==> src/logic/rss_pkg.sv <==
`default_nettype none
package rss_pkg;
  localparam int CLK_PERIOD_NS = 10;
  localparam int MIN_OUT_RESET_NS_DFLT = 20000;
  localparam int DELAY_SHORT_CYC = 256;
  localparam int DELAY_LONG_CYC = 4096;
  localparam logic [11:0] DELAY_SHORT_LAST = 12'(DELAY_SHORT_CYC - 1);
  localparam logic [11:0] DELAY_LONG_LAST = 12'(DELAY_LONG_CYC - 1);
  localparam int FETCH_CYC = 2;
  localparam logic FETCH_LAST = 1'(FETCH_CYC - 1);
  localparam logic [15:0] RESET_VECTOR_ADDR = 16'hFFFE;
  localparam int BLANK_CYC = 3;
  localparam int ADDR_W = 4;
  localparam logic [3:0] CTRL_OFFSET = 4'h0;
  localparam logic [3:0] STAT_OFFSET = 4'h4;
  localparam int CTRL_SRC_BIT = 7;
  localparam int CTRL_IE_BIT = 6;
  localparam int CTRL_FLAG_BIT = 5;
  localparam int STAT_PEND_BIT = 0;
  localparam int STAT_LVL_LSB = 1;
  localparam int STAT_LVDEN_BIT = 3;
  localparam int STAT_LONG_BIT = 4;
  localparam int STAT_SEQ_LSB = 5;
  localparam logic SRC_SEL_RST = 1'b0;
  localparam logic IRQ_EN_RST = 1'b0;
  localparam logic [1:0] LVD_LEVEL_RST = 2'h0;
  localparam logic [1:0] RESP_OKAY = 2'h0;
  localparam logic [1:0] RESP_SLVERR = 2'h2;
  typedef enum logic [1:0] {
    SEQ_RUN = 2'b00,
    SEQ_ACTIVE = 2'b01,
    SEQ_DELAY = 2'b10,
    SEQ_FETCH = 2'b11
  } rss_seq_t;
endpackage
`default_nettype wire

==> src/logic/rss_reset_sequencer.sv <==
`timescale 1ns/1ps
`default_nettype none
// Function
// [RULE1] Three reset causes: external pin pulse, low-voltage detector, watchdog underflow.
// [RULE2] Every cause drives the reset pin; pin held low through the whole delay.
// [RULE3] Reset vector is fetched from the address pair FFFEh-FFFFh.
// [RULE4] Phases in order: active, 256 or 4096 cycle delay by option, vector fetch.
// [RULE5] Vector fetch phase lasts exactly two clock cycles.
// [RULE6] External reset detection needs no CPU activity; works even when halted.
// [RULE7] Reset pin is input plus open-drain output; device only drives it low.
// [RULE8] After an external pulse the device holds the pin low for the minimum width.
// [RULE9] Watchdog underflow drives the pin low for the minimum width, then sequences.
// [RULE10] While the low-voltage detector is active, the pin stays driven low.
// [RULE11] Low-voltage detector enabled by option, threshold low, medium or high.
// [RULE12] Auxiliary detector, flag and interrupt work only with the detector enabled.
// [RULE13] Auxiliary compare flag is read-only and follows the comparator live.
// [RULE14] Source select cleared: compare the main supply.
// [RULE15] Source select set: compare the external sense pin.
// [RULE16] With enable set, every flag change in either direction raises an interrupt; the code drops changes of either direction during the reset sequence.
// [RULE17] A rising crossing during the reset sequence raises no interrupt.
// [RULE18] Enabling while below the upper threshold gives an interrupt at enable time.
// [RULE19] Enabling after the upper threshold was passed gives no extra interrupt.
// [RULE20] Flag reads 0 above the upper threshold, 1 below the lower threshold.
// [RULE21] Pending interrupt clears when the CPU enters the service routine.
// [RULE22] Delay counts only after all causes release; a new cause restarts it.
// [RULE23] Comparator inputs are synchronised before edge detection.
module rss_reset_sequencer #(
  parameter int MIN_OUT_RESET_NS = rss_pkg::MIN_OUT_RESET_NS_DFLT
) (
  input wire logic ref_clk,
  input wire logic reset_n,
  input wire logic clk_en,
  input wire logic [rss_pkg::ADDR_W-1:0] s_axi_awaddr,
  input wire logic s_axi_awvalid,
  output logic s_axi_awready,
  input wire logic [31:0] s_axi_wdata,
  input wire logic [3:0] s_axi_wstrb,
  input wire logic s_axi_wvalid,
  output logic s_axi_wready,
  output logic [1:0] s_axi_bresp,
  output logic s_axi_bvalid,
  input wire logic s_axi_bready,
  input wire logic [rss_pkg::ADDR_W-1:0] s_axi_araddr,
  input wire logic s_axi_arvalid,
  output logic s_axi_arready,
  output logic [31:0] s_axi_rdata,
  output logic [1:0] s_axi_rresp,
  output logic s_axi_rvalid,
  input wire logic s_axi_rready,
  input wire logic resetPinIn,
  output logic resetPinOut,
  output logic resetPinOe,
  input wire logic optLvdEnable,
  input wire logic [1:0] optLvdLevel,
  input wire logic optLongDelay,
  input wire logic lvdDetect,
  input wire logic watchdogUnderflow,
  input wire logic auxVddAboveUpper,
  input wire logic auxVddBelowLower,
  input wire logic evdAboveUpper,
  input wire logic evdBelowLower,
  input wire logic irqAck,
  output logic [1:0] lvdLevelSel,
  output logic cpuResetN,
  output logic vectorFetch,
  output logic [15:0] vectorAddr,
  output logic auxIrq
);
  localparam int WIDTH_CYC_RAW =
    (MIN_OUT_RESET_NS + rss_pkg::CLK_PERIOD_NS - 1) / rss_pkg::CLK_PERIOD_NS;
  localparam int WIDTH_CYC = (WIDTH_CYC_RAW < 1) ? 1 : WIDTH_CYC_RAW;
  // The pin is driven while the count is below this, so it stays low for WIDTH_CYC cycles
  localparam logic [15:0] WIDTH_LAST = 16'(WIDTH_CYC);

  rss_pkg::rss_seq_t seq_q;
  rss_pkg::rss_seq_t seq_d;
  logic [15:0] widthCnt_q;
  logic [11:0] delayCnt_q;
  logic fetchCnt_q;
  logic optLvdEn_q;
  logic optLong_q;
  logic [1:0] optLevel_q;
  logic pinMeta_q;
  logic pinSync_q;
  logic lvdMeta_q;
  logic lvdSync_q;
  logic [3:0] cmpMeta_q;
  logic [3:0] cmpSync_q;
  logic [rss_pkg::BLANK_CYC-1:0] oeDly_q;
  logic srcSel_q;
  logic irqEn_q;
  logic irqEnPrev_q;
  logic flag_q;
  logic flagPrev_q;
  logic pend_q;
  logic awHeld_q;
  logic wHeld_q;
  logic [rss_pkg::ADDR_W-1:0] awAddr_q;
  logic [31:0] wData_q;
  logic [3:0] wStrb_q;
  logic bvalid_q;
  logic [1:0] bresp_q;
  logic rvalid_q;
  logic [1:0] rresp_q;
  logic [31:0] rdata_q;
  logic lvdCause;
  logic extLow;
  logic intCause;
  logic [11:0] delayLast;
  logic widthDone;
  logic cmpHigh;
  logic cmpLow;
  logic irqSet;
  logic wrFire;
  logic [15:0] oeLen_q;

  // Option bits are straps: caught while reset is held, stable afterwards
  always_ff @(posedge ref_clk)
  begin
    if (!reset_n)
    begin
      optLvdEn_q <= optLvdEnable;
      optLong_q <= optLongDelay;
      optLevel_q <= optLvdLevel;
    end
  end

  always_ff @(posedge ref_clk)
  begin
    if (!reset_n)
    begin
      pinMeta_q <= 1'b1;
      pinSync_q <= 1'b1;
      lvdMeta_q <= 1'b0;
      lvdSync_q <= 1'b0;
      cmpMeta_q <= 4'h0;
      cmpSync_q <= 4'h0;
    end
    else if (clk_en)
    begin
      pinMeta_q <= resetPinIn;
      pinSync_q <= pinMeta_q;
      lvdMeta_q <= lvdDetect;
      lvdSync_q <= lvdMeta_q;
      cmpMeta_q <= {evdBelowLower, evdAboveUpper, auxVddBelowLower, auxVddAboveUpper}; // [RULE23]
      cmpSync_q <= cmpMeta_q; // [RULE23]
    end
  end

  // Our own drive reads back low through the synchroniser; blank it out
  always_ff @(posedge ref_clk)
  begin
    if (!reset_n)
      oeDly_q <= '1;
    else if (clk_en)
      oeDly_q <= {oeDly_q[rss_pkg::BLANK_CYC-2:0], resetPinOe};
  end

  assign lvdCause = lvdSync_q && optLvdEn_q; // [RULE11]
  assign extLow = !pinSync_q && !resetPinOe && (oeDly_q == '0); // [RULE6]
  assign intCause = lvdCause || watchdogUnderflow; // [RULE1]
  assign delayLast = optLong_q ? rss_pkg::DELAY_LONG_LAST : rss_pkg::DELAY_SHORT_LAST; // [RULE4]
  assign widthDone = (widthCnt_q == WIDTH_LAST);

  always_comb
  begin
    seq_d = seq_q;
    unique case (seq_q)
      rss_pkg::SEQ_RUN:
        if (intCause || extLow) // [RULE1]
          seq_d = rss_pkg::SEQ_ACTIVE;
      rss_pkg::SEQ_ACTIVE:
        if (widthDone && !intCause && pinSync_q && (oeDly_q == '0))
          seq_d = rss_pkg::SEQ_DELAY; // [RULE22]
      rss_pkg::SEQ_DELAY:
        if (intCause)
          seq_d = rss_pkg::SEQ_ACTIVE; // [RULE22]
        else if (delayCnt_q == delayLast)
          seq_d = rss_pkg::SEQ_FETCH; // [RULE4]
      rss_pkg::SEQ_FETCH:
        if (intCause)
          seq_d = rss_pkg::SEQ_ACTIVE;
        else if (fetchCnt_q == rss_pkg::FETCH_LAST)
          seq_d = rss_pkg::SEQ_RUN; // [RULE5]
    endcase
  end

  always_ff @(posedge ref_clk)
  begin
    if (!reset_n)
      seq_q <= rss_pkg::SEQ_ACTIVE;
    else if (clk_en)
      seq_q <= seq_d;
  end

  // Width counter restarts on entry and on every low-voltage or watchdog cause, so a watchdog pulse always gets full width
  always_ff @(posedge ref_clk)
  begin
    if (!reset_n)
      widthCnt_q <= 16'h0000;
    else if (clk_en)
    begin
      if (seq_d == rss_pkg::SEQ_ACTIVE && (seq_q != rss_pkg::SEQ_ACTIVE || intCause))
        widthCnt_q <= 16'h0000; // [RULE8] [RULE9]
      else if (seq_q == rss_pkg::SEQ_ACTIVE && !widthDone)
        widthCnt_q <= widthCnt_q + 16'h0001;
    end
  end

  always_ff @(posedge ref_clk)
  begin
    if (!reset_n)
      delayCnt_q <= 12'h000;
    else if (clk_en)
    begin
      if (seq_q == rss_pkg::SEQ_DELAY && seq_d == rss_pkg::SEQ_DELAY)
        delayCnt_q <= delayCnt_q + 12'h001; // [RULE4]
      else
        delayCnt_q <= 12'h000; // [RULE22]
    end
  end

  always_ff @(posedge ref_clk)
  begin
    if (!reset_n)
      fetchCnt_q <= 1'b0;
    else if (clk_en)
      fetchCnt_q <= (seq_q == rss_pkg::SEQ_FETCH) ? !fetchCnt_q : 1'b0; // [RULE5]
  end

  assign resetPinOut = 1'b0; // [RULE7]
  assign resetPinOe = (seq_q == rss_pkg::SEQ_DELAY) || // [RULE2]
    (seq_q == rss_pkg::SEQ_ACTIVE && (!widthDone || lvdCause)); // [RULE8] [RULE9] [RULE10]
  assign cpuResetN = (seq_q == rss_pkg::SEQ_RUN);
  assign vectorFetch = (seq_q == rss_pkg::SEQ_FETCH);
  assign vectorAddr = {rss_pkg::RESET_VECTOR_ADDR[15:1], fetchCnt_q}; // [RULE3]
  assign lvdLevelSel = optLvdEn_q ? optLevel_q : rss_pkg::LVD_LEVEL_RST; // [RULE11]

  assign cmpHigh = srcSel_q ? cmpSync_q[2] : cmpSync_q[0]; // [RULE14] [RULE15]
  assign cmpLow = srcSel_q ? cmpSync_q[3] : cmpSync_q[1]; // [RULE14] [RULE15]

  // Hysteresis band holds the last level; no software latch beyond that
  always_ff @(posedge ref_clk)
  begin
    if (!reset_n)
    begin
      flag_q <= 1'b0;
      flagPrev_q <= 1'b0;
    end
    else if (clk_en)
    begin
      if (!optLvdEn_q)
        flag_q <= 1'b0; // [RULE12]
      else if (cmpHigh)
        flag_q <= 1'b0; // [RULE20]
      else if (cmpLow)
        flag_q <= 1'b1; // [RULE20]
      flagPrev_q <= flag_q;
    end
  end

  // Edges seen while the sequencer is busy are dropped, not deferred
  assign irqSet = optLvdEn_q && irqEn_q && cpuResetN && // [RULE12] [RULE17]
    ((flag_q != flagPrev_q) || (!irqEnPrev_q && flag_q)); // [RULE16] [RULE18] [RULE19]

  always_ff @(posedge ref_clk)
  begin
    if (!reset_n)
    begin
      pend_q <= 1'b0;
      irqEnPrev_q <= rss_pkg::IRQ_EN_RST;
    end
    else if (clk_en)
    begin
      irqEnPrev_q <= irqEn_q;
      if (irqSet)
        pend_q <= 1'b1; // [RULE16]
      else if (irqAck)
        pend_q <= 1'b0; // [RULE21]
    end
  end

  assign auxIrq = pend_q;

  assign s_axi_awready = !awHeld_q && !bvalid_q;
  assign s_axi_wready = !wHeld_q && !bvalid_q;
  assign wrFire = awHeld_q && wHeld_q && !bvalid_q;

  always_ff @(posedge ref_clk)
  begin
    if (!reset_n)
    begin
      awHeld_q <= 1'b0;
      wHeld_q <= 1'b0;
      awAddr_q <= '0;
      wData_q <= 32'h00000000;
      wStrb_q <= 4'h0;
      bvalid_q <= 1'b0;
      bresp_q <= rss_pkg::RESP_OKAY;
    end
    else if (clk_en)
    begin
      if (s_axi_awvalid && s_axi_awready)
      begin
        awHeld_q <= 1'b1;
        awAddr_q <= s_axi_awaddr;
      end
      if (s_axi_wvalid && s_axi_wready)
      begin
        wHeld_q <= 1'b1;
        wData_q <= s_axi_wdata;
        wStrb_q <= s_axi_wstrb;
      end
      if (wrFire)
      begin
        awHeld_q <= 1'b0;
        wHeld_q <= 1'b0;
        bvalid_q <= 1'b1;
        bresp_q <= (awAddr_q[3:2] == rss_pkg::CTRL_OFFSET[3:2] ||
          awAddr_q[3:2] == rss_pkg::STAT_OFFSET[3:2]) ? rss_pkg::RESP_OKAY : rss_pkg::RESP_SLVERR;
      end
      else if (bvalid_q && s_axi_bready)
        bvalid_q <= 1'b0;
    end
  end

  always_ff @(posedge ref_clk)
  begin
    if (!reset_n)
    begin
      srcSel_q <= rss_pkg::SRC_SEL_RST;
      irqEn_q <= rss_pkg::IRQ_EN_RST;
    end
    else if (clk_en && wrFire && wStrb_q[0] &&
      awAddr_q[3:2] == rss_pkg::CTRL_OFFSET[3:2])
    begin
      srcSel_q <= wData_q[rss_pkg::CTRL_SRC_BIT]; // [RULE14] [RULE15]
      irqEn_q <= wData_q[rss_pkg::CTRL_IE_BIT];
    end
  end

  assign s_axi_bvalid = bvalid_q;
  assign s_axi_bresp = bresp_q;
  assign s_axi_arready = !rvalid_q;

  always_ff @(posedge ref_clk)
  begin
    if (!reset_n)
    begin
      rvalid_q <= 1'b0;
      rresp_q <= rss_pkg::RESP_OKAY;
      rdata_q <= 32'h00000000;
    end
    else if (clk_en)
    begin
      if (s_axi_arvalid && !rvalid_q)
      begin
        rvalid_q <= 1'b1;
        rresp_q <= rss_pkg::RESP_OKAY;
        rdata_q <= 32'h00000000;
        if (s_axi_araddr[3:2] == rss_pkg::CTRL_OFFSET[3:2])
        begin
          rdata_q[rss_pkg::CTRL_SRC_BIT] <= srcSel_q;
          rdata_q[rss_pkg::CTRL_IE_BIT] <= irqEn_q;
          rdata_q[rss_pkg::CTRL_FLAG_BIT] <= flag_q; // [RULE13]
        end
        else if (s_axi_araddr[3:2] == rss_pkg::STAT_OFFSET[3:2])
        begin
          rdata_q[rss_pkg::STAT_PEND_BIT] <= pend_q;
          rdata_q[rss_pkg::STAT_LVL_LSB +: 2] <= optLevel_q;
          rdata_q[rss_pkg::STAT_LVDEN_BIT] <= optLvdEn_q;
          rdata_q[rss_pkg::STAT_LONG_BIT] <= optLong_q;
          rdata_q[rss_pkg::STAT_SEQ_LSB +: 2] <= seq_q;
        end
        else
          rresp_q <= rss_pkg::RESP_SLVERR;
      end
      else if (rvalid_q && s_axi_rready)
        rvalid_q <= 1'b0;
    end
  end

  assign s_axi_rvalid = rvalid_q;
  assign s_axi_rresp = rresp_q;
  assign s_axi_rdata = rdata_q;

  AST_DELAY_PIN_LOW: assert property (@(posedge ref_clk) disable iff (!reset_n) // [RULE2]
    (seq_q == rss_pkg::SEQ_DELAY) |-> (resetPinOe && resetPinOut == 1'b0))
    else $error("reset pin released during delay");

  AST_ONLY_LOW: assert property (@(posedge ref_clk) disable iff (!reset_n) // [RULE7]
    resetPinOe |-> !resetPinOut)
    else $error("reset pin driven high");

  AST_FETCH_ADDR: assert property (@(posedge ref_clk) disable iff (!reset_n) // [RULE3]
    (vectorFetch && clk_en && !intCause && !fetchCnt_q) |=>
      (vectorFetch && vectorAddr == 16'hFFFF))
    else $error("vector fetch address sequence wrong");

  AST_FETCH_LEN: assert property (@(posedge ref_clk) disable iff (!reset_n) // [RULE5]
    (vectorFetch && fetchCnt_q && clk_en && !intCause) |=> (cpuResetN && !vectorFetch))
    else $error("fetch phase not two cycles");

  AST_DELAY_DONE: assert property (@(posedge ref_clk) disable iff (!reset_n) // [RULE4]
    (vectorFetch && $past(seq_q) == rss_pkg::SEQ_DELAY) |-> $past(delayCnt_q) == delayLast)
    else $error("delay phase length wrong");

  AST_RESTART: assert property (@(posedge ref_clk) disable iff (!reset_n) // [RULE22]
    (seq_q == rss_pkg::SEQ_DELAY && intCause && clk_en) |=>
      (seq_q == rss_pkg::SEQ_ACTIVE && widthCnt_q == 16'h0000))
    else $error("delay not restarted by new cause");

  AST_WDG_DRIVE: assert property (@(posedge ref_clk) disable iff (!reset_n) // [RULE9]
    (watchdogUnderflow && clk_en) |=> (resetPinOe && !cpuResetN))
    else $error("watchdog did not drive reset pin");

  AST_LVD_HOLD: assert property (@(posedge ref_clk) disable iff (!reset_n) // [RULE10]
    (lvdCause && clk_en) ##1 lvdCause |-> resetPinOe)
    else $error("pin released while low-voltage reset active");

  // Separate count of the pin's low time, so the check does not lean on the width counter
  always_ff @(posedge ref_clk)
  begin
    if (!reset_n)
      oeLen_q <= 16'h0000;
    else if (clk_en)
    begin
      if (!resetPinOe)
        oeLen_q <= 16'h0000;
      else if (oeLen_q != 16'hFFFF)
        oeLen_q <= oeLen_q + 16'h0001;
    end
  end

  AST_MIN_WIDTH: assert property (@(posedge ref_clk) disable iff (!reset_n) // [RULE8]
    (seq_q == rss_pkg::SEQ_ACTIVE && !resetPinOe && $past(resetPinOe)) |->
      (oeLen_q >= 16'(WIDTH_CYC)))
    else $error("reset output shorter than minimum width");

  AST_FLAG_LEVEL: assert property (@(posedge ref_clk) disable iff (!reset_n) // [RULE20]
    (clk_en && optLvdEn_q && cmpHigh) |=> !flag_q)
    else $error("flag not clear above upper threshold");

  AST_TOGGLE_IRQ: assert property (@(posedge ref_clk) disable iff (!reset_n) // [RULE16]
    (clk_en && irqEn_q && optLvdEn_q && cpuResetN && $changed(flag_q)) |=> auxIrq)
    else $error("flag toggle gave no interrupt");

  AST_NO_IRQ_IN_RESET: assert property (@(posedge ref_clk) disable iff (!reset_n) // [RULE17]
    (!cpuResetN && !auxIrq) |=> !auxIrq)
    else $error("interrupt raised during reset sequence");

  AST_ACK_CLEAR: assert property (@(posedge ref_clk) disable iff (!reset_n) // [RULE21]
    (clk_en && irqAck && !irqSet) |=> !auxIrq)
    else $error("pending interrupt not cleared by entry");

endmodule
`default_nettype wire

==> config.mk <==
export PLATFORM = sky130hd
export DESIGN_NAME = rss_reset_sequencer
export DESIGN_NICKNAME = d
export VERILOG_FILES = /design/src/logic/rss_pkg.sv /design/src/logic/rss_reset_sequencer.sv
export SDC_FILE = /design/constraint.sdc
export NUM_CORES = 1
export LEC_CHECK = 0
export BUFFER_PORTS_ARGS = -buffer_cell sky130_fd_sc_hd__buf_2
export CORE_ASPECT_RATIO = 0.7
export CORE_UTILIZATION = 50
export CTS_CLUSTER_DIAMETER = 30
export CTS_CLUSTER_SIZE = 12
export DETAILED_ROUTE_END_ITERATION = 12
export MAX_ROUTING_LAYER = met4
export PLACE_DENSITY_LB_ADDON = 0.08
export SYNTH_ARGS = -nofsm -noshare
export SYNTH_HDL_FRONTEND = slang
export SYNTH_SLANG_ARGS = --single-unit
==> constraint.sdc <==
create_clock -name ref_clk -period 2.9 [get_ports ref_clk]
set_input_delay 0.58 -clock ref_clk [delete_from_list [all_inputs] [get_ports ref_clk]]
set_output_delay 0.58 -clock ref_clk [all_outputs]
set_load 0.01 [all_outputs]
======== Yosys cells after proc, flatten, opt, wreduce, memory -nomap -nowiden ========
Cells that the tools add are included.
storage, ports and cells
  output and inout bits ................... 64
  input port bits ......................... 64
  logic and storage cells ................. 143
  register bits ........................... 85
cells by class
  reduce and logical (&&, ||, !) cells .... 64
  eq/ne operators ......................... 12
  muxes and demuxes ....................... 35
  $add $sub $neg .......................... 2
operators with widths
  operator                 count
  $mux W16                 2
  $logic_and A1 B1 Y1      26
  $mux W12                 2
  $mux W2                  11
  $reduce_and A2 Y1        11
  $mux W1                  17
  $add A16 B1 Y16 const B  1
  $eq A16 B11 Y1 const B   1
  $add A12 B1 Y12 const B  1
  $eq A12 B12 Y1           1
  $reduce_bool A2 Y1       6
  $logic_not A1 Y1         10
  $eq A2 B1 Y1 const B     4
  $pmux W2 S4              1
  $logic_or A1 B1 Y1       7
  $mux W7                  1
  $eq A2 B2 Y1 const B     3
  $logic_not A2 Y1         3
  $mux W5                  1
  $logic_not A3 Y1         1
  $ne A3 B1 Y1 const B     1
  $ne A2 B1 Y1 const B     1
  $ne A1 B1 Y1             1

======== Logic depth before layout (Yosys ltp) ========
  depth in word-level cells ............... 15
  depth in mapped cells ................... 9
  gate-level depth less buffers ........... 8

======== Worst setup path before layout ========
Ideal clock, no wire load.
  kind .................................... register -> register
  from .................................... register widthCnt_q[0]
  to ...................................... register widthCnt_q[15]
  setup slack ............................. 0.819 ns
  path buffers ............................ 0
  arrival ................................. 2.009 ns
  clock period less this slack ............ 2.081 ns
  required time ........................... 2.828 ns
  stages on the path, launching flop included .. 9
  library setup time ...................... 0.072 ns
  cell sequence ........................... dfxtp_1 inv_1 ha_1 nor4bb_2 nand4_2 a2bb2oi_1 o31ai_4 or4b_1 mux2i_1
between the ends
  longest elaborated chain between the ends .. 15
  elaborated cells on any way between the ends .. 23
  those cells by class .................... add/sub: 1; eq/ne: 2; mux: 5; reduce/logical: 15
RTL lines
  what                                 RTL line                                                RTL
  from (decl)                          rss_reset_sequencer.sv:77                               logic [15:0] widthCnt_q;
  from (signal assigned)               rss_reset_sequencer.sv:206                              widthCnt_q <= widthCnt_q + 16'h0001;
  $eq A16 B11 Y1                       rss_reset_sequencer.sv:163                              assign widthDone = (widthCnt_q == WIDTH_LAST);
  $logic_not A1 Y1                     rss_reset_sequencer.sv:205, rss_reset_sequencer.sv:233
  $logic_or A1 B1 Y1                   rss_reset_sequencer.sv:233                              (seq_q == rss_pkg::SEQ_ACTIVE && (!widthDone || lvdCause));
  $logic_and A1 B1 Y1                  rss_reset_sequencer.sv:233
  $logic_or A1 B1 Y1                   rss_reset_sequencer.sv:232                              assign resetPinOe = (seq_q == rss_pkg::SEQ_DELAY) ||
  $logic_not A1 Y1                     -
  $logic_and A1 B1 Y1 (2 in series)    rss_reset_sequencer.sv:160                              assign extLow = !pinSync_q && !resetPinOe && (oeDly_q == '0);
  $logic_or A1 B1 Y1                   rss_reset_sequencer.sv:170                              if (intCause || extLow)
  $mux W2                              rss_reset_sequencer.sv:170
  $pmux W2 S4                          rss_reset_sequencer.sv:168                              unique case (seq_q)
  $eq A2 B1 Y1                         rss_reset_sequencer.sv:203                              if (seq_d == rss_pkg::SEQ_ACTIVE && (seq_q != rss_pkg::SEQ_ACTIVE || intCause))
  $logic_and A1 B1 Y1                  rss_reset_sequencer.sv:203
  $reduce_bool A2 Y1 (no source line)  -
  $reduce_and A2 Y1 (no source line)   -
Parallel ways exist; a longest one is shown, timed or not. The select of a mux whose other input is x is not followed.
A chain may end at the register's enable or synchronous reset.

======== Final worst setup path ========
  from .................................... register widthCnt_q[11]
  to ...................................... register widthCnt_q[15]
Same word-level chain as after synthesis.

==> metrics list <==
* Final hold violations: 0
- Number of port buffers: 48
- The congestion estimate from routability-driven global placement came to 0.8133.
* TritonCTS clock tree: yes
- Detailed routing inserted a total of 2923 vias.
* Transition time at the pin with the least slew margin: 0.7090 ns
* Worst-path clk slew: 0.08 ns
- Most frequent standard cell in the layout excluding fill and tap cells: sky130_fd_sc_hd__dfxtp_1
- Router iterations before antenna repair: 4
- Half-perimeter wire length after detailed placement: 5.405 mm
* Number of routed nets with antenna violations: 0
* Width of the chip: 105.3 µm
* Ratio of routed vias to standard cells: 5.137
* # Max-Cap Violations: 0
* Highest ir drop seen on vdd: 0.0003182 V
- Crit-path slowest cell: sky130_fd_sc_hd__nor4_1
- Synthesis handed over a netlist of 424 instances.
- Count of clock tree sinks: 75
- Hold buffer count at CTS: 0
- For this run, the post-layout net count is 537.
- The longest clock path from root to sink contains 2 buffers.
- Summing all multi-input logic gate instances after layout gives 0.001874 mm².
- Entering global routing, the biggest net connects 44 pins.
- Number of gates resized after cts: 0
- Static Leakage: 1.731 nW
- Compared with the post-synthesis result, the final layout area differs by 9.923%.
* Category of the most critical setup path: flop to flop
* Final design instance area without fill: 0.004103 mm²
- Number of enable-type register cells in the synthesized netlist: 4
- For this design the ratio of total power to cell area is 533.1 mW/mm².
* Initial Util: 53.51%
- Final hold analysis gives a worst-case slack of 0.4163 ns.
- Maximum level of the CTS H-tree: 3
- Commonest cells after routing, fill and taps aside: sky130_fd_sc_hd__dfxtp_1, sky130_fd_sc_hd__nor2_1, sky130_fd_sc_hd__buf_2, sky130_fd_sc_hd__conb_1, sky130_fd_sc_hd__nand2_1
- The number of pins exceeding their max-slew limit in the final report was 0.
- Number of antenna violations at the first check in global routing: 0
* Total detailed-routing wirelength: 7.443 mm
- Among all flip-flop cells after synthesis, the most frequent one is sky130_fd_sc_hd__dfxtp_1.
- Setup-violating endpoint count in the final report: 0
- Of the synthesized area, sequential elements account for 41.30%.
- Dividing the final minimum period by the clock period gives 86.46%.
- In this run, synthesis produced a sequential element count of 75.
- Utilization after layout: 58.82%
* Largest driver fanout on the critical path: 8
- Post-DR wirelength/cell: 13.08 µm
- In this run the core area contains 25 standard-cell rows.
- Number of antenna diodes: 0
* Critical Path, Cell by Cell: nor4_1, nand4_2, a2bb2oi_1, o31ai_4, or4b_1, mux2i_1
- Max-slew headroom: 52.06%
- The floorplan step defined a core boundary enclosing 0.006975 mm².
- In the routed design, unresolved DRC markers number 0.
* Outcome: finished clean
- First-pass GRT wire length: 12.32 mm
- For the final routed database, the setup TNS stands at 0 ns.
- Clk_skew: 0.008884 ns
- After global routing the overflow that remains totals 0.
- Post-Place Cell Area: 0.003867 mm²
* Detailed router's first-iteration violation count: 186
- In the synthesized netlist the async set-or-reset flop fraction comes to 0%.
- The number of global-route vias before repair is 2527.
- The synthesized netlist occupies a cell area of 0.003732 mm².
- Die height: 74.29 µm
- Synth warn: 0
- In this run, distinct cell masters in the synthesized netlist total 55.
- The number of clock buffers added by TritonCTS is 9.
- The largest single stage delay on the critical path is 0.52 ns.
* CP arrival: 2.78 ns
- WP data required: 3.17 ns
* Master cell of the clock root buffer: sky130_fd_sc_hd__clkbuf_8
- GRT Util Overall: 20.69%
- Total die area: 0.007820 mm²
- Post-CTS Repair Setup Buffers: 0
- 128 I/O pins were placed.
- Fmax: 398.8 MHz
* Area occupied by registers: 0.001541 mm²
- Cells with a size suffix above 1 make up 18.53% of the layout.
- The path class of the tightest hold or removal check is input port to flop.
- CP Launch Type: flop
- Setup repair after global routing left no endpoint under its margin.
* Overall power after layout: 2.187 mW
- For the worst-skew pair, the clock arrives at the later sink with an insertion delay of 0.34 ns.
* Category of the worst setup path capture point: flop
- After layout, the minimum clock period comes to 2.507 ns.
* Syn avg cell area: 8.803 µm²
* Number of fillers in the final layout: 648
==> cell families (layout without fill, tap and decap cells) <==
family	Yosys count	count (layout)	share of synthesized area [%]
AOI/OAI and AO/OA	53	53	9.420
xor gates and xnor gates	17	17	3.989
adders and majority gates	3	3	1.006
buffers and inverters	71	82	12.50
DFF	75	75	41.30
muxes	30	30	8.079
other	2	42	0.2012
and+or+nand+nor	173	173	23.50
==> power by group <==
part	switching (mW)	leakage [nW]	internal, mW
clock	0.383	0.119	0.540
sequential	0.0202	0.615	1.06
combinational	0.116	0.997	0.0641
total	0.519	1.73	1.67
==> sequential cells by signal, summed over array words and instances (netlist names), 2 cells and up <==
name	flops
widthCnt_q	16
delayCnt_q	12
awAddr_q	2
s_axi_rdata	8
oeDly_q	3
wData_q	2
cmpSync_q	4
cmpMeta_q	4
optLevel_q	2
seq_q	2
==> layer usage <==
metal,wire length [µm],global-route usage [%]
met1,4007,29.31
met2,2960,29.02
met3,409,5.346
met4,66,5.477
met5,0,-
==> area by class of cell <==
type	instances	share of cell area, %
inverter	11	1.006
tap	94	2.867
sequential	75	37.57
multi-input combinational	318	45.68
clock inverter	5	2.013
timing repair buffer	55	7.136
clock buffer	11	3.721
==> metrics by stage <==
step / worst slack (ns) / instances
final: 0.3927 / 569
after global routing: 0.2540 / 569
after CTS: 0.4222 / 569
after detailed placement: 0.4595 / 553
after global placement: 0.5034 / 553
after floorplan: 0.8190 / 464
==> synth_stat cells (all sizes together) (7+ instances only) <==
cell / count / share of area (%)
dfxtp: 71 / 38
nor2: 56 / 5.6
buf: 47 / 9.1
nand2: 39 / 3.9
mux2i: 29 / 7.8
a21oi: 22 / 3.0
nand3: 22 / 3.0
nand4: 13 / 2.3
clkbuf: 12 / 2.0
o21ai: 11 / 1.8
inv: 10 / 1.0
xor2: 10 / 2.3
nor3: 9 / 1.2
and3: 7 / 1.3
xnor2: 7 / 1.6
==> worst max-delay path: cells and delay by family, from the launching register on <==
family | cells | cell delay, ns
DFF | 1 | 0.35
AOI/OAI and AO/OA | 2 | 0.69
muxes | 1 | 0.15
and+or+nand+nor | 3 | 1.24
==> final timing paths <==
path | slack, ns | cells past startpoint | start | end
setup / recovery | 0.39 | 6 | widthCnt_q[11] | widthCnt_q[15]
hold / removal | 0.42 | 1 | optLongDelay | optLong_q
setup reg to reg | 0.39 | 6 | widthCnt_q[11] | widthCnt_q[15]
hold reg to reg | 0.45 | 2 | s_axi_rdata[0] | s_axi_rdata[0]
Note: power is estimated with default switching activity, not from simulation.
